File: src/rtl/socs_params.svh
`ifndef SOCS_PARAMS_SVH
`define SOCS_PARAMS_SVH

// ****************************************************************
// Register offsets
// ****************************************************************
`define SOCS_ADDR_W 13
`define SOCS_OFS_OPTION 13'h0000
`define SOCS_OFS_UNLOCK 13'h0004
`define SOCS_OFS_CLKSRC 13'h1004

// ****************************************************************
// Field positions
// ****************************************************************
`define SOCS_POS_REG_ON 31
`define SOCS_POS_STOP_SBY 30
`define SOCS_POS_LP_SBY 29
`define SOCS_POS_STOP_UNLOCK 26
`define SOCS_POS_LP_UNLOCK 25
`define SOCS_POS_REG_UNLOCK 24
`define SOCS_POS_SERIAL_SEL 26
`define SOCS_POS_TIMER_SEL 24
`define SOCS_POS_USB_SEL 18
`define SOCS_POS_LOOP_SEL 16
`define SOCS_POS_GEN_SEL 5
`define SOCS_POS_RTC_SEL 4

// ****************************************************************
// Reset values
// ****************************************************************
`define SOCS_RST_UNLOCK 3'h0
`define SOCS_RST_OPTION 3'h0
`define SOCS_RST_SERIAL_SEL 2'h0
`define SOCS_RST_TIMER_SEL 2'h0
`define SOCS_RST_GEN_SEL 3'h0

`endif

File: src/rtl/socs_pkg.sv
package socs_pkg;

    // ****************************************************************
    // Clock source encodings
    // ****************************************************************
    typedef enum logic [1:0] {
        SOCS_SER_OFF = 2'b00,
        SOCS_SER_LOOP = 2'b01,
        SOCS_SER_IRC = 2'b11
    } socs_serial_sel_e;

    typedef enum logic [1:0] {
        SOCS_TMR_OFF = 2'b00,
        SOCS_TMR_LOOP = 2'b01,
        SOCS_TMR_OSC = 2'b10
    } socs_timer_sel_e;

    typedef enum logic [2:0] {
        SOCS_GEN_BUS = 3'b010,
        SOCS_GEN_OSC = 3'b110
    } socs_gen_sel_e;

    // ****************************************************************
    // Carriers
    // ****************************************************************
    typedef struct packed {
        logic [12:0] addr;
        logic [31:0] wdata;
        logic wr;
        logic rd;
    } socs_bus_s;

    typedef struct packed {
        logic frequency_locked_clock;
        logic phase_locked_clock;
        logic internal_reference_clock;
        logic oscillator_reference_clock;
        logic usb_bypass_clock_input;
        logic bus_clock;
        logic rtc_1hz_clock;
    } socs_clk_in_s;

    typedef struct packed {
        logic serial_port_clock;
        logic timer_clock;
        logic usb_48m_clock;
        logic general_clock_output_pin;
        logic rtc_clock_output_pin;
    } socs_clk_out_s;

    typedef struct packed {
        logic regulator_on;
        logic regulator_stop_standby;
        logic regulator_lowpower_standby;
        logic regulator_in_standby;
    } socs_reg_out_s;

    typedef struct packed {
        logic [2:0] unlock;
        logic reg_on;
        logic stop_sby;
        logic lp_sby;
        logic [1:0] serial_sel;
        logic [1:0] timer_sel;
        logic usb_sel;
        logic loop_sel;
        logic [2:0] gen_sel;
        logic rtc_sel;
        logic pll_prev;
        logic pll_half;
        logic [31:0] rd_data;
        socs_clk_out_s clk_out;
        logic standby;
    } socs_state_s;

endpackage

File: src/rtl/socs_top.sv
`timescale 1ns/1ps
`include "socs_params.svh"

// What this block does
// - Unlock register survives low-leakage stop exit
// - Stop standby writable only after unlock bit 26
// - Stop standby unlock clears after that write
// - Low-power standby writable after unlock bit 25
// - Low-power standby unlock clears after write
// - Regulator enable writable after unlock bit 24
// - Regulator enable unlock clears after write
// - Locked regulator bits ignore writes
// - Reserved fields read zero
// - Serial clock select: off, loop, internal
// - Timer clock select: off, loop, oscillator
// - USB clock from bypass or loop
// - Loop choice feeds peripheral clock selects
// - Loop choice: frequency clock or halved phase
// - General pin: bus or oscillator clock
// - RTC pin: 1 Hz or oscillator clock
// - Regulator enable bit drives regulator on
// - Stop standby bit applies during stop modes
module socs_top (
    input wire logic clk_sys,
    input wire logic rst_b,
    input wire socs_pkg::socs_bus_s bus,
    output logic [31:0] rd_data,
    input wire logic very_low_leakage_stop_exit,
    input wire logic stop_mode,
    input wire logic lowpower_run,
    input wire socs_pkg::socs_clk_in_s clk_in,
    output socs_pkg::socs_clk_out_s clk_out,
    output socs_pkg::socs_reg_out_s reg_out
);

    // ****************************************************************
    // Reset release
    // ****************************************************************
    logic [1:0] rst_sync_q;
    logic rst_n;

    always_ff @(posedge clk_sys or negedge rst_b) begin
        if (!rst_b) begin
            rst_sync_q <= 2'h0;
        end else begin
            rst_sync_q <= {rst_sync_q[0], 1'b1};
        end
    end

    assign rst_n = rst_sync_q[1];

    // ****************************************************************
    // Decode
    // ****************************************************************
    socs_pkg::socs_state_s s_q;
    socs_pkg::socs_state_s s_d;
    logic wr_option;
    logic wr_unlock;
    logic wr_clksrc;
    logic loop_clk;

    function automatic logic hit(input logic [12:0] addr, input logic [12:0] ofs);
        hit = (addr == ofs);
    endfunction

    assign wr_option = bus.wr && hit(bus.addr, `SOCS_OFS_OPTION);
    assign wr_unlock = bus.wr && hit(bus.addr, `SOCS_OFS_UNLOCK);
    assign wr_clksrc = bus.wr && hit(bus.addr, `SOCS_OFS_CLKSRC);

    // Loop clock shared by the serial, timer and USB selects.
    assign loop_clk = s_q.loop_sel ? s_q.pll_half : clk_in.frequency_locked_clock;

    // ****************************************************************
    // Next state
    // ****************************************************************
    always_comb begin
        s_d = s_q;
        // Halve the phase-locked clock on each sampled rising edge.
        s_d.pll_prev = clk_in.phase_locked_clock;
        if (clk_in.phase_locked_clock && !s_q.pll_prev) begin
            s_d.pll_half = !s_q.pll_half;
        end

        // A wake from low-leakage stop resets the option and clock source registers, not the unlock bits.
        if (very_low_leakage_stop_exit) begin
            s_d.reg_on = 1'b0;
            s_d.stop_sby = 1'b0;
            s_d.lp_sby = 1'b0;
            s_d.serial_sel = `SOCS_RST_SERIAL_SEL;
            s_d.timer_sel = `SOCS_RST_TIMER_SEL;
            s_d.usb_sel = 1'b0;
            s_d.loop_sel = 1'b0;
            s_d.gen_sel = `SOCS_RST_GEN_SEL;
            s_d.rtc_sel = 1'b0;
        end

        if (wr_unlock) begin
            s_d.unlock[2] = s_q.unlock[2] | bus.wdata[`SOCS_POS_STOP_UNLOCK];
            s_d.unlock[1] = s_q.unlock[1] | bus.wdata[`SOCS_POS_LP_UNLOCK];
            s_d.unlock[0] = s_q.unlock[0] | bus.wdata[`SOCS_POS_REG_UNLOCK];
        end

        if (wr_option) begin
            if (s_q.unlock[2]) begin
                s_d.stop_sby = bus.wdata[`SOCS_POS_STOP_SBY];
                s_d.unlock[2] = 1'b0;
            end
            if (s_q.unlock[1]) begin
                s_d.lp_sby = bus.wdata[`SOCS_POS_LP_SBY];
                s_d.unlock[1] = 1'b0;
            end
            if (s_q.unlock[0]) begin
                s_d.reg_on = bus.wdata[`SOCS_POS_REG_ON];
                s_d.unlock[0] = 1'b0;
            end
        end

        if (wr_clksrc) begin
            s_d.serial_sel = bus.wdata[`SOCS_POS_SERIAL_SEL +: 2];
            s_d.timer_sel = bus.wdata[`SOCS_POS_TIMER_SEL +: 2];
            s_d.usb_sel = bus.wdata[`SOCS_POS_USB_SEL];
            s_d.loop_sel = bus.wdata[`SOCS_POS_LOOP_SEL];
            s_d.gen_sel = bus.wdata[`SOCS_POS_GEN_SEL +: 3];
            s_d.rtc_sel = bus.wdata[`SOCS_POS_RTC_SEL];
        end

        // Read data stands only in the cycle after the strobe.
        s_d.rd_data = 32'h0000_0000;
        if (bus.rd) begin
            case (bus.addr)
                `SOCS_OFS_OPTION: begin
                    s_d.rd_data[`SOCS_POS_REG_ON] = s_q.reg_on;
                    s_d.rd_data[`SOCS_POS_STOP_SBY] = s_q.stop_sby;
                    s_d.rd_data[`SOCS_POS_LP_SBY] = s_q.lp_sby;
                end
                `SOCS_OFS_UNLOCK: begin
                    s_d.rd_data[`SOCS_POS_REG_UNLOCK +: 3] = s_q.unlock;
                end
                `SOCS_OFS_CLKSRC: begin
                    s_d.rd_data[`SOCS_POS_SERIAL_SEL +: 2] = s_q.serial_sel;
                    s_d.rd_data[`SOCS_POS_TIMER_SEL +: 2] = s_q.timer_sel;
                    s_d.rd_data[`SOCS_POS_USB_SEL] = s_q.usb_sel;
                    s_d.rd_data[`SOCS_POS_LOOP_SEL] = s_q.loop_sel;
                    s_d.rd_data[`SOCS_POS_GEN_SEL +: 3] = s_q.gen_sel;
                    s_d.rd_data[`SOCS_POS_RTC_SEL] = s_q.rtc_sel;
                end
                default: begin
                    s_d.rd_data = 32'h0000_0000;
                end
            endcase
        end

        // Clock selection, registered on the system clock.
        case (s_q.serial_sel)
            socs_pkg::SOCS_SER_LOOP: s_d.clk_out.serial_port_clock = loop_clk;
            socs_pkg::SOCS_SER_IRC: begin
                s_d.clk_out.serial_port_clock = clk_in.internal_reference_clock;
            end
            default: s_d.clk_out.serial_port_clock = 1'b0;
        endcase
        case (s_q.timer_sel)
            socs_pkg::SOCS_TMR_LOOP: s_d.clk_out.timer_clock = loop_clk;
            socs_pkg::SOCS_TMR_OSC: begin
                s_d.clk_out.timer_clock = clk_in.oscillator_reference_clock;
            end
            default: s_d.clk_out.timer_clock = 1'b0;
        endcase
        s_d.clk_out.usb_48m_clock = s_q.usb_sel ? loop_clk : clk_in.usb_bypass_clock_input;
        case (s_q.gen_sel)
            socs_pkg::SOCS_GEN_BUS: s_d.clk_out.general_clock_output_pin = clk_in.bus_clock;
            socs_pkg::SOCS_GEN_OSC: begin
                s_d.clk_out.general_clock_output_pin = clk_in.oscillator_reference_clock;
            end
            default: s_d.clk_out.general_clock_output_pin = 1'b0;
        endcase
        s_d.clk_out.rtc_clock_output_pin = s_q.rtc_sel ? clk_in.oscillator_reference_clock
                                                       : clk_in.rtc_1hz_clock;
        s_d.standby = (stop_mode && s_q.stop_sby) || (lowpower_run && s_q.lp_sby);
    end

    // ****************************************************************
    // State register
    // ****************************************************************
    always_ff @(posedge clk_sys or negedge rst_n) begin
        if (!rst_n) begin
            s_q <= '0;
        end else begin
            s_q <= s_d;
        end
    end

    assign rd_data = s_q.rd_data;
    assign clk_out = s_q.clk_out;
    assign reg_out.regulator_on = s_q.reg_on;
    assign reg_out.regulator_stop_standby = s_q.stop_sby;
    assign reg_out.regulator_lowpower_standby = s_q.lp_sby;
    assign reg_out.regulator_in_standby = s_q.standby;

    // ****************************************************************
    // Checks
    // ****************************************************************
    unlock_keep_a: assert property (
        @(posedge clk_sys) disable iff (!rst_n)
        (very_low_leakage_stop_exit && !bus.wr) |=> $stable(s_q.unlock))
    else $error("Unlock bits changed on low-leakage wake.");

    stop_write_a: assert property (
        @(posedge clk_sys) disable iff (!rst_n)
        (wr_option && s_q.unlock[2] && !very_low_leakage_stop_exit)
        |=> reg_out.regulator_stop_standby == $past(bus.wdata[`SOCS_POS_STOP_SBY]))
    else $error("Unlocked stop standby write not taken.");

    stop_clear_a: assert property (
        @(posedge clk_sys) disable iff (!rst_n)
        wr_option |=> !s_q.unlock[2])
    else $error("Stop standby unlock not cleared.");

    lp_write_a: assert property (
        @(posedge clk_sys) disable iff (!rst_n)
        (wr_option && s_q.unlock[1] && !very_low_leakage_stop_exit)
        |=> reg_out.regulator_lowpower_standby == $past(bus.wdata[`SOCS_POS_LP_SBY]))
    else $error("Unlocked low-power standby write not taken.");

    lp_clear_a: assert property (
        @(posedge clk_sys) disable iff (!rst_n)
        (wr_option && s_q.unlock[1]) |=> !s_q.unlock[1])
    else $error("Low-power standby unlock not cleared.");

    regon_write_a: assert property (
        @(posedge clk_sys) disable iff (!rst_n)
        (wr_option && s_q.unlock[0] && !very_low_leakage_stop_exit)
        |=> reg_out.regulator_on == $past(bus.wdata[`SOCS_POS_REG_ON]))
    else $error("Unlocked regulator enable write not taken.");

    regon_clear_a: assert property (
        @(posedge clk_sys) disable iff (!rst_n)
        (wr_option && s_q.unlock[0]) |=> !s_q.unlock[0])
    else $error("Regulator enable unlock not cleared.");

    locked_hold_a: assert property (
        @(posedge clk_sys) disable iff (!rst_n)
        (!s_q.unlock[0] && !very_low_leakage_stop_exit) |=> $stable(reg_out.regulator_on))
    else $error("Locked regulator enable changed.");

    reserved_zero_a: assert property (
        @(posedge clk_sys) disable iff (!rst_n)
        (bus.rd && bus.addr == `SOCS_OFS_UNLOCK)
        |=> rd_data[31:27] == 5'h00 && rd_data[23:0] == 24'h00_0000)
    else $error("Reserved unlock field read nonzero.");

    serial_off_a: assert property (
        @(posedge clk_sys) disable iff (!rst_n)
        (s_q.serial_sel == 2'b00) [*2] |-> !clk_out.serial_port_clock)
    else $error("Serial clock runs while disabled.");

    timer_osc_a: assert property (
        @(posedge clk_sys) disable iff (!rst_n)
        (s_q.timer_sel == 2'b10)
        |=> clk_out.timer_clock == $past(clk_in.oscillator_reference_clock))
    else $error("Timer clock not from oscillator.");

    usb_bypass_a: assert property (
        @(posedge clk_sys) disable iff (!rst_n)
        !s_q.usb_sel |=> clk_out.usb_48m_clock == $past(clk_in.usb_bypass_clock_input))
    else $error("USB clock not from bypass input.");

    loop_fll_a: assert property (
        @(posedge clk_sys) disable iff (!rst_n)
        (!s_q.loop_sel && s_q.usb_sel)
        |=> clk_out.usb_48m_clock == $past(clk_in.frequency_locked_clock))
    else $error("Loop clock not from frequency clock.");

    gen_bus_a: assert property (
        @(posedge clk_sys) disable iff (!rst_n)
        (s_q.gen_sel == 3'b010)
        |=> clk_out.general_clock_output_pin == $past(clk_in.bus_clock))
    else $error("General pin not carrying bus clock.");

    rtc_pin_a: assert property (
        @(posedge clk_sys) disable iff (!rst_n)
        !s_q.rtc_sel |=> clk_out.rtc_clock_output_pin == $past(clk_in.rtc_1hz_clock))
    else $error("RTC pin not carrying 1 Hz clock.");

    stop_sby_a: assert property (
        @(posedge clk_sys) disable iff (!rst_n)
        (stop_mode && reg_out.regulator_stop_standby) |=> reg_out.regulator_in_standby)
    else $error("Regulator not in standby during stop.");

    rd_idle_a: assert property (
        @(posedge clk_sys) disable iff (!rst_n)
        !bus.rd |=> rd_data == 32'h0000_0000)
    else $error("Read data not zero outside a read.");

    option_zero_a: assert property (
        @(posedge clk_sys) disable iff (!rst_n)
        (bus.rd && bus.addr == `SOCS_OFS_OPTION)
        |=> rd_data[28:0] == 29'h0)
    else $error("Reserved option field read nonzero.");

    clksrc_zero_a: assert property (
        @(posedge clk_sys) disable iff (!rst_n)
        (bus.rd && bus.addr == `SOCS_OFS_CLKSRC)
        |=> rd_data[31:28] == 4'h0 && rd_data[23:19] == 5'h00 && rd_data[17] == 1'b0
            && rd_data[15:8] == 8'h00 && rd_data[3:0] == 4'h0)
    else $error("Reserved clock source field read nonzero.");

    serial_irc_a: assert property (
        @(posedge clk_sys) disable iff (!rst_n)
        (s_q.serial_sel == 2'b11)
        |=> clk_out.serial_port_clock == $past(clk_in.internal_reference_clock))
    else $error("Serial clock not from internal reference.");

    serial_loop_a: assert property (
        @(posedge clk_sys) disable iff (!rst_n)
        (s_q.serial_sel == 2'b01 && !s_q.loop_sel)
        |=> clk_out.serial_port_clock == $past(clk_in.frequency_locked_clock))
    else $error("Serial clock not from loop clock.");

    timer_off_a: assert property (
        @(posedge clk_sys) disable iff (!rst_n)
        (s_q.timer_sel == 2'b00) [*2] |-> !clk_out.timer_clock)
    else $error("Timer clock runs while disabled.");

    usb_pll_a: assert property (
        @(posedge clk_sys) disable iff (!rst_n)
        (s_q.usb_sel && s_q.loop_sel)
        |=> clk_out.usb_48m_clock == $past(s_q.pll_half))
    else $error("USB clock not from halved phase clock.");

    pll_half_a: assert property (
        @(posedge clk_sys) disable iff (!rst_n)
        (clk_in.phase_locked_clock && !s_q.pll_prev)
        |=> s_q.pll_half != $past(s_q.pll_half))
    else $error("Phase clock halver missed an edge.");

    gen_osc_a: assert property (
        @(posedge clk_sys) disable iff (!rst_n)
        (s_q.gen_sel == 3'b110)
        |=> clk_out.general_clock_output_pin == $past(clk_in.oscillator_reference_clock))
    else $error("General pin not carrying oscillator clock.");

    rtc_osc_a: assert property (
        @(posedge clk_sys) disable iff (!rst_n)
        s_q.rtc_sel
        |=> clk_out.rtc_clock_output_pin == $past(clk_in.oscillator_reference_clock))
    else $error("RTC pin not carrying oscillator clock.");

    stop_locked_a: assert property (
        @(posedge clk_sys) disable iff (!rst_n)
        (!s_q.unlock[2] && !very_low_leakage_stop_exit) |=> $stable(reg_out.regulator_stop_standby))
    else $error("Locked stop standby changed.");

    lp_locked_a: assert property (
        @(posedge clk_sys) disable iff (!rst_n)
        (!s_q.unlock[1] && !very_low_leakage_stop_exit) |=> $stable(reg_out.regulator_lowpower_standby))
    else $error("Locked low-power standby changed.");

endmodule // socs_top

File: config.mk
export PLATFORM = sky130hd
export DESIGN_NAME = socs_top
export DESIGN_NICKNAME = d
export VERILOG_FILES = /design/src/rtl/socs_pkg.sv /design/src/rtl/socs_top.sv
export VERILOG_INCLUDE_DIRS = /design/src /design/src/rtl
export SDC_FILE = /design/constraint.sdc
export NUM_CORES = 1
export LEC_CHECK = 0
export BUFFER_PORTS_ARGS = -buffer_cell sky130_fd_sc_hd__buf_2
export CAP_MARGIN = 20
export CORE_ASPECT_RATIO = 0.6
export CORE_MARGIN = 3
export CORE_UTILIZATION = 49
export DETAILED_ROUTE_END_ITERATION = 8
export PLACE_DENSITY = 0.85
export SYNTH_ARGS = -nofsm -noshare
export SYNTH_HDL_FRONTEND = slang
export SYNTH_SLANG_ARGS = --single-unit
File: constraint.sdc
create_clock -name clk_sys -period 2.2 [get_ports clk_sys]
set_clock_uncertainty 0.2 [all_clocks]
set_input_delay 0.44 -clock clk_sys [delete_from_list [all_inputs] [get_ports clk_sys]]
set_output_delay 0.44 -clock clk_sys [all_outputs]
set_load 0.01 [all_outputs]
* Word-level counts from Yosys, hierarchy flattened
Index checks and enable logic that the tools add are counted.
** Cells by class
- Eq/ne operators :: 8
- Mux-type cells :: 22
- Bitwise operators :: 3
- Reduce and logical (&&, ||, !) cells :: 11
** Operators by type and width (number)
- 32-bit two-way mux :: 1
- 13-bit equality test (second input constant) :: 1
- 13-bit by 3-bit equality test with 1-bit output (second input constant) :: 1
- 13-bit zero test :: 1
- 13-bit two-way mux :: 1
- 1-bit two-way mux :: 10
- 10-bit two-way mux :: 1
- 1-bit logical AND :: 6
- 3-bit two-way mux :: 2
- 6-bit two-way mux :: 1
- 1-bit one-hot mux with 2 select lines :: 3
- 3-bit one-hot mux with 2 select lines :: 1
- 2-bit by 1-bit equality test with 1-bit output (second input constant) :: 2
- 2-bit equality test (second input constant) :: 2
- 4-bit two-way mux :: 1
- 3-bit by 2-bit equality test with 1-bit output (second input constant) :: 1
- 3-bit equality test (second input constant) :: 1
- 1-bit OR :: 3
- 1-bit zero test :: 2
- 2-bit two-way mux :: 1
- 2-bit nonzero test :: 1
- 1-bit logical OR :: 1
** Word-level totals
- Register bits :: 58
- Bits of input ports :: 59

* Longest topological paths before layout
Gate-level depths: netlist of run 1.
- Word-level depth :: 5
- Gate-level depth with buffers :: 4

* Worst setup path before layout of run 1
No wires, ideal clock.
- Kind :: input to register
- Start :: input port bus[38] (netlist name)
- End :: register s_q[40] (netlist name)
- Setup time :: 0.125 ns
- Data arrival time :: 1.451 ns
- Required time :: 1.875 ns
- Setup slack :: 0.424 ns
- Stages :: 3
- Path through :: nor4_4 nand4_4 mux2_2
** Between the ends
- Longest elaborated chain between the ends :: 3
- Elaborated cells on any way between the ends :: 4
- Classes of those cells :: eq/ne (1); mux (1); reduce/logical (2)
** Ends and longest elaborated chain
- start: declaration :: RTL line socs_top.sv:26 : input wire socs_pkg::socs_bus_s bus,
- 13-bit equality test (*) :: RTL line socs_top.sv:63 : hit = (addr == ofs);
- 1-bit logical AND (*) :: RTL line socs_top.sv:68 : assign wr_clksrc = bus.wr && hit(bus.addr, `SOCS_OFS_CLKSRC);
- 10-bit two-way mux / 2-bit nonzero test (equally long branches)
- end signal: assignment :: RTL line socs_top.sv:186 : s_q <= '0;
- end signal: assignment :: RTL line socs_top.sv:188 : s_q <= s_d;
- end: declaration :: RTL line socs_top.sv:55 : socs_pkg::socs_state_s s_q;
Every way passes the cells marked *; elsewhere a longest branch is shown, timed or not.
A chain may end at the register's enable or synchronous reset.

==> impl_metrics.csv, run 1 <==
group,metric,value,unit
sta,final-max-slew-violation-count,0,
route,first_iter_violations,52,
placement,placed_area,0.00215,mm2
cts,cts_resized,0,
cts,cts_setup_buffers,0,
critical_path,cp_cell_sequence,"buf_2, nor4_4, and4_1, and3_1",
route,dr.pass1.iters,4,
critical_path,crit_path_max_fanout,13,
floorplanning,die_w,88.7,um
floorplanning,core_area,0.00381,mm2
critical_path,max_stage_delay,0.52,ns
logic_synthesis,synth-edff-count,0,
critical_path,cpMaxStageDelayCell,"and4_1",
placement,hpwl,2790,um
sta,setup_violations,0,
critical_path,crit_type,"in -> reg",
critical_path,end_kind,"register",
grt,antenna_found_initial,0,
final_layout,fillers,337,
power,power_leakage,0.00127,uW
cts,clock_latency,0.28,ns
final_layout,final_area,0.00226,mm2
critical_path,path_buf_inv,1,
cts,cts_buffers,5,
critical_path,critPathRequiredTime,2.21,ns
cts,cts_hold_buffers,1,
route,wire_per_inst,13.8,um
cts,path_clk_slew,0.07,ns
logic_synthesis,yosys-top-cells-area,"dfrtp_1 49%, buf_4 16%, mux2_2 9.5%",
logic_synthesis,yosysWarningCount,0,
floorplanning,initial_core_util,52.8,%
job,cap_violations,0,
min_path,hold_class,"reg -> async",
route,wl,3680,um
cts,htreeDepth,2,
route,postRouteAntennaNets,0,
sta,fin_crit,1.79,ns
final_layout,final_core_util,59.4,%
grt,grt_pass1_wl,5980,um
sta,fin_tns_setup,0,ns
final_layout,area_growth_syn_to_layout,12.5,%
final_layout,final_cells,266,
logic_synthesis,yosysMostFrequentCell,"buf_4",
placement,numPortBuffers,61,
logic_synthesis,synth_top_cells_by_count,"42 x buf_4, 39 x dfrtp_1, 17 x mux2_2",
grt,grt_start_max_net_pins,38,
logic_synthesis,synth_top_area_share,48.5,%
sta,fmax,0.559,GHz
sta,rsz0062_at_grt,"no",
logic_synthesis,synth-seq-cells,39,
final_layout,antennaDiodeCount,0,
sta,post-route-period-util,81.4,%
floorplanning,die_height,55.6,um
logic_synthesis,synthArstFlopShare,100,%
cts,clock_sinks,39,
sta,hold_violations,0,
cts,cts_tree,"done",
logic_synthesis,synth_largest_area_cell,"dfrtp_1",
grt,grt_overflow_total,0,
critical_path,critPathArrivalTime,1.80,ns
status,run_status,"complete, no violations",
final_layout,drive_gt1_share,42.0,%
route,drt-vias-per-instance,4.75,
logic_synthesis,synth_cells,172,
logic_synthesis,syn_avg_cell_area,11.7,um2
cts,cts_root_buf,"clkbuf_8",
logic_synthesis,synth-seq-area-share,48.5,%
logic_synthesis,synth_ff_type,"dfrtp_1",
route,drc_errors,0,
route,vias,1263,
critical_path,path_delay_family,"simple AND/OR/NAND/NOR gates",
grt,grt_pass1_vias,1266,
floorplanning,io_pins,100,
power,powerDensity,626,mW/mm2
cts,clock_path_buffers,2,
floorplanning,num_rows,17,
power,irDropWorstVdd,0.000498,V
logic_synthesis,synth.distinct_cells,28,
placement,dp.cells,258,
floorplanning,dieArea,0.00493,mm2
final_layout,fin_nets,280,
critical_path,critPathLaunchType,"input port",
logic_synthesis,mappedNetlistArea,0.00201,mm2
grt,grt_usage,15.8,%
placement,place_congestion,0.859,
worst register-to-register path: stages (launching register included):
cell	delay, ns
dfrtp_1	0.36
nor4bb_1	0.30
nand4_1	0.20
mux2_2	0.30
routing by layer:
metal	global-route usage (%)	wire [um]
met5	0	0
met2	22.9	1640
met4	4.53	17
met1	22.5	1770
met3	5.18	255
sequential cells by signal (all words and copies together) (netlist names):
register / count
rst_sync_q: 2
reg_out: 4
rd_data: 13
s_q: 15
clk_out: 5
cell families after synthesis:
kind of cell,count (synthesis),share of synthesized area [%]
AND/OR/NAND/NOR,51,18.7
AO/OA/AOI/OAI,10,3.42
multiplexers,19,10.5
adder cells (fa/ha/maj),2,1.24
flip-flops,39,48.5
other,2,0.374
buffers and inverters,48,16.8
XOR/XNOR,1,0.436
cell usage in the layout, fill, tap and decap left out, drive strengths merged, types with 2 or more instances in the layout:
| cell | n |
|---|---|
| and3 | 14 |
| nor4bb | 3 |
| inv | 4 |
| and3b | 3 |
| nand2b | 2 |
| mux2 | 17 |
| conb | 20 |
| buf | 65 |
| and4 | 2 |
| a31oi | 3 |
| mux2i | 2 |
| nand2 | 2 |
| a41oi | 3 |
| nor2 | 5 |
| nand4 | 4 |
| a21oi | 2 |
| dfrtp | 39 |
| nor2b | 11 |
| nor4 | 2 |
| clkbuf | 6 |
| ha | 2 |
worst paths after layout:
kind	to	depth (start not counted)	slack [ns]	startpoint
setup / recovery	rd_data[26]$_DFF_PN0_	4	0.41	bus[38]
hold / removal	rd_data[7]$_DFF_PN0_	1	0.08	rst_sync_q[1]$_DFF_PN0_
setup reg to reg	reg_out[2]$_DFF_PN0_	3	0.73	s_q[55]$_DFF_PN0_
hold reg to reg	rd_data[7]$_DFF_PN0_	1	0.08	rst_sync_q[1]$_DFF_PN0_
max in group asynchronous	rd_data[4]$_DFF_PN0_	1	1.39	rst_sync_q[1]$_DFF_PN0_
min in group clk_sys	s_q[39]$_DFF_PN0_	1	0.08	clk_in[5]
power breakdown:
group          leakage [uW]  internal, uW  total (uW)  switching, uW
registers          0.000531           731         738           7.29
clock network     0.0000513           332         559            227
logic              0.000687          46.7         119           71.8
total               0.00127          1110        1420            306
area by class of cell:
type                    count  area [um2]  area share (%)
clock buffers               6        72.6            3.21
flip-flops and latches     39         976            43.1
repair buffers             66         345            15.3
well taps                  47        58.8            2.60
clock inverters             1        30.0            1.33
inverters                   4        15.0           0.664
multi-input cells         103         764            33.8
through the flow:
step | worst slack, ns | power, uW | hold slack (ns)
after floorplan | 0.424 | 835 | -0.0556
after global placement | 0.131 | 867 | 0.0257
after detailed placement | 0.123 | 870 | 0.0272
after CTS | 0.406 | 1430 | 0.0729
after global routing | 0.286 | 1470 | 0.0747
final | 0.410 | 1420 | 0.0821
Power figures use the tool's default switching activity.
==> run 2, diff against run 1 <==
CORE_UTILIZATION = 41   (was 49)
PLACE_DENSITY = 0.76   (was 0.85)
clock period = 1.4 ns   (was 2.2 ns; I/O delays follow)
==> impl_metrics.csv, run 2 (synthesis gave the netlist of run 1 again) <==
group,metric,value,unit
final_layout,drive_gt1_share,47.1,%
final_layout,final_common_cell,"buf_2",
min_path,min_to,"reg_out[0]$_DFF_PN0_",
sta,rsz0062_at_grt,"yes",
critical_path,timing.rr.start,"s_q[53]$_DFF_PN0_",
power,power_leakage,0.00138,uW
sta,post-route-period-util,99.1,%
critical_path,crit_type,"in -> reg",
placement,dp.cells,289,
cts,clock_latency,0.28,ns
sta,hold_violations,0,
sta,final-max-slew-violation-count,0,
grt,grt_overflow_total,0,
cts,clock_path_buffers,2,
sta,max_slew.worst_pin.slew,0.496,ns
critical_path,rrSetupSlack,0.03,ns
route,first_iter_violations,49,
placement,dp_slack,-0.330,ns
floorplanning,die_height,60.2,um
critical_path,reg2reg_depth,3,
final_layout,top_register,"s_q",
job,cap_violations,0,
final_layout,final_cell_mix,"61 x buf_2, 39 x dfrtp_1, 20 x conb_1, 17 x mux2_2, 16 x buf_4",
final_layout,antennaDiodeCount,0,
placement,numPortBuffers,61,
final_layout,final_cells,301,
final_layout,fillers,428,
critical_path,crit_path_max_fanout,5,
route,wire_per_inst,14.0,um
floorplanning,dieArea,0.00581,mm2
critical_path,end_kind,"register",
route,drt-vias-per-instance,4.47,
power,powerDensity,854,mW/mm2
critical_path,rr_endpoint,"reg_out[3]$_DFF_PN0_",
route,drc_errors,0,
grt,grt_start_max_net_pins,38,
critical_path,critPathLaunchType,"input port",
critical_path,critPathArrivalTime,1.36,ns
sta,setup_violations,0,
grt,grt_usage,15.3,%
cts,htreeDepth,2,
sta,fin_crit,1.39,ns
cts,clock_sinks,39,
cts,path_clk_slew,0.07,ns
sta,relSlewSlack,66.8,%
sta,setup_ws,0.0127,ns
power,irDropWorstVdd,0.000397,V
final_layout,largest_reg_flops,15,
min_path,min_path_cells,2,
floorplanning,num_rows,19,
grt,grt_pass1_vias,1354,
floorplanning,initial_core_util,43.2,%
route,wl,4210,um
placement,place_congestion,0.792,
placement,placed_area,0.00231,mm2
route,postRouteAntennaNets,0,
min_path,hold_class,"in -> reg",
floorplanning,core_area,0.00466,mm2
final_layout,seq_area,976,um2
final_layout,area_growth_syn_to_layout,22.8,%
final_layout,fin_nets,298,
sta,fmax,0.721,GHz
route,dr.pass1.iters,4,
floorplanning,die_w,96.4,um
grt,grt_pass1_wl,6530,um
route,vias,1345,
cts,cts_root_buf,"clkbuf_8",
final_layout,multi_input_area,811,um2
grt,antenna_found_initial,0,
status,run_status,"complete, no violations",
cts,cts_tree,"done",
placement,hpwl,3050,um
final_layout,final_area,0.00247,mm2
cts,cts_buffers,5,
critical_path,critPathRequiredTime,1.37,ns
floorplanning,io_pins,100,
min_path,min_from,"lowpower_run",
[run 2: changes by cell type in the layout (fill, tap and decap cells not counted), moves of 2 or more]
cell and delta:
buf_12 +2, nor4bb_1 -2, buf_6 +2, buf_4 +12
[run 2: repair_timing]
action / in CTS / in global routing
buffers inserted: 1 / 0
endpoints found under the hold margin: 3 / 0
pin swaps: 2 / 0
cloned: 1 / 0
resized for setup: 1 / 6
endpoints found under the setup margin: 11 / 9
hold buffers: 2 / 0
[run 2: stage by stage]
step	util (%)	hold WS [ns]	setup TNS, ns	power, uW
2_1_floorplan	-	-0.216	-4.00	1310
3_3_place_gp	49.5	-0.133	-6.97	1390
3_5_place_dp	49.5	-0.132	-7.25	1390
4_1_cts	52.3	0.0178	0	2110
5_1_grt	53.0	0.00688	-0.0777	2210
6_report	53.0	0.0187	0	2110
[run 2: area by class of cell]
type / instances / share of cell area (%)
Sequential cell: 39 / 39.5
Clock inverter: 1 / 0.203
Inverter: 4 / 0.608
Tap cell: 63 / 3.19
Clock buffer: 7 / 3.09
Timing Repair Buffer: 83 / 20.6
Multi-Input combinational cell: 104 / 32.8
[run 2: per-layer routing]
metal,GRT usage (%),share of wire (%),vias to the layer above
met5,0,0,-
met4,6.99,0.64,0
met3,5.91,8.6,4
met2,21.2,44,43
met1,21.1,47,630
li1,-,-,668
[run 2: critical path, cell delays in order]
cell and delay, ns:
buf_2 0.12, nor4_4 0.29, buf_6 0.17, buf_4 0.11, nand4_1 0.10, mux2_2 0.29
[run 2: worst max-delay path by stage]
stage / start / endpoint / slack (ns) / depth (start not counted)
CTS: s_q[55]$_DFF_PN0_ / reg_out[2]$_DFF_PN0_ / 0.009 / 3
finish: bus[37] / reg_out[3]$_DFF_PN0_ / 0.01 / 6
global placement: bus[43] / s_q[43]$_DFFE_PN0P_ / -0.29 / 5
global route: s_q[55]$_DFF_PN0_ / reg_out[2]$_DFF_PN0_ / -0.04 / 3
floorplan: bus[42] / s_q[40]$_DFFE_PN0P_ / -0.20 / 3
detailed placement: bus[43] / s_q[44]$_DFFE_PN0P_ / -0.33 / 5
[run 2: report_power, final]
group / switching [uW] / internal (uW) / leakage [uW]
clock network: 372 / 350 / 0.0000422
logic: 124 / 99.3 / 0.000803
registers: 15.6 / 1150 / 0.000531
==> run 3, diff against run 2 <==
MAX_ROUTING_LAYER = met4   (was unset)
==> impl_metrics.csv, run 3 (synthesis gave the netlist of run 1 again) <==
group,metric,value,unit
cts,cts_buffers,5,
cts,htreeDepth,2,
route,vias,1336,
power,power_leakage,0.00138,uW
cts,clock_path_buffers,2,
route,wl,4250,um
final_layout,final_cell_mix,"61 x buf_2, 39 x dfrtp_1, 20 x conb_1, 17 x mux2_2, 16 x buf_4",
grt,grt_overflow_total,0,
critical_path,cpMaxStageDelayCell,"nor4_4",
placement,place_congestion,0.803,
sta,fin_crit,1.39,ns
sta,setup_ws,0.0120,ns
final_layout,antennaDiodeCount,0,
power,irDropWorstVdd,0.000397,V
cts,clock_sinks,39,
final_layout,area_growth_syn_to_layout,22.8,%
grt,grt_start_max_net_pins,38,
critical_path,rrSetupSlack,0.02,ns
grt,grt_usage,15.8,%
cts,cts_root_buf,"clkbuf_8",
sta,hold_violations,0,
critical_path,critPathLaunchType,"input port",
sta,setup_violations,0,
critical_path,timing.rr.start,"s_q[53]$_DFF_PN0_",
critical_path,critPathArrivalTime,1.36,ns
route,drc_errors,0,
route,dr.pass1.iters,4,
final_layout,largest_reg_flops,15,
min_path,min_to,"reg_out[0]$_DFF_PN0_",
sta,post-route-period-util,99.1,%
sta,rsz0062_at_grt,"yes",
route,postRouteAntennaNets,0,
job,cap_violations,0,
floorplanning,die_height,60.2,um
route,drt-vias-per-instance,4.44,
min_path,hold_class,"in -> reg",
critical_path,max_stage_delay,0.29,ns
sta,timing.hold.ws,0.0202,ns
cts,path_clk_slew,0.07,ns
floorplanning,num_rows,19,
grt,antenna_found_initial,0,
final_layout,drive_gt1_share,47.1,%
status,run_status,"complete, no violations",
critical_path,crit_type,"in -> reg",
critical_path,crit_path_max_fanout,5,
floorplanning,dieArea,0.00581,mm2
sta,final-max-slew-violation-count,0,
placement,hpwl,3050,um
critical_path,cp_cell_sequence,"buf_2, nor4_4, buf_6, buf_4, nand4_1, mux2_2",
min_path,min_from,"lowpower_run",
final_layout,fin_nets,298,
cts,clock_latency,0.28,ns
critical_path,critPathRequiredTime,1.37,ns
min_path,min_path_cells,2,
sta,fmax,0.720,GHz
critical_path,startpoint,"bus[37]",
critical_path,rr_endpoint,"reg_out[3]$_DFF_PN0_",
final_layout,top_register,"s_q",
floorplanning,die_w,96.4,um
critical_path,end_kind,"register",
grt,grt_pass1_vias,1355,
route,first_iter_violations,64,
floorplanning,core_area,0.00466,mm2
floorplanning,initial_core_util,43.2,%
floorplanning,io_pins,100,
power,powerDensity,854,mW/mm2
grt,grt_pass1_wl,6530,um
route,wire_per_inst,14.1,um
placement,dp_slack,-0.330,ns
critical_path,reg2reg_depth,3,
cts,cts_tree,"done",
final_layout,final_common_cell,"buf_2",
placement,numPortBuffers,61,
run 3: cell counts in the layout (fill, tap and decap cells not counted):
No cell type changed its count.
run 3: metal layers:
metal / GRT usage, % / vias to the layer above / share of wire [%] / wire length [um]
li1: - / 668 / - / -
met1: 21.6 / 625 / 50 / 2110
met2: 21.2 / 41 / 43 / 1820
met3: 5.03 / 2 / 7.0 / 296
met4: 6.99 / 0 / 0.24 / 10
met5: - / - / 0 / 0
run 3: what timing repair did:
item                       4_1_cts  5_1_grt
cloned                           1        0
setup buffers                    1        0
resized for setup                1        6
hold endpoints to repair         3        0
setup endpoints to repair       11        9
hold buffers                     2        0
pin swaps                        2        0
run 3: worst max path at each step:
stage                           endpoint  slack, ns  cells after the start
floorplan            s_q[40]$_DFFE_PN0P_      -0.20                      3
global placement     s_q[43]$_DFFE_PN0P_      -0.29                      5
detailed placement   s_q[44]$_DFFE_PN0P_      -0.33                      5
CTS                 reg_out[2]$_DFF_PN0_      0.009                      3
global route        reg_out[2]$_DFF_PN0_      -0.04                      3
finish              reg_out[3]$_DFF_PN0_       0.01                      6
run 3: critical path: cells and delay by family:
family | cells | cell delay, ns
buffers and inverters | 3 | 0.40
multiplexers | 1 | 0.29
AND/OR/NAND/NOR | 2 | 0.39
run 3: layout make-up:
| class | instances | area (um2) |
|---|---|---|
| fill | 428 | 2190 |
| sequential | 39 | 976 |
| multi-input combinational | 104 | 811 |
| timing repair buffer | 83 | 508 |
| tap | 63 | 78.8 |
| clock buffer | 7 | 76.3 |
| inverter | 4 | 15.0 |
| clock inverter | 1 | 5.00 |
run 3: per-stage QoR:
step	setup TNS, ns	total power, uW	instances	cell area [um2]	utilization (%)
after floorplan	-4.00	1310	190	2080	-
after global placement	-6.97	1390	289	2310	49.5
after detailed placement	-7.25	1390	289	2310	49.5
after CTS	0	2110	301	2430	52.3
after global routing	-0.0777	2210	301	2470	53.0
final	0	2110	301	2470	53.0
run 3: power by group:
| part | switching [uW] | internal, uW | leakage [uW] |
|---|---|---|---|
| Sequential | 15.6 | 1150 | 0.000531 |
| Combinational | 125 | 99.3 | 0.000803 |
| Clock | 370 | 350 | 0.0000422 |
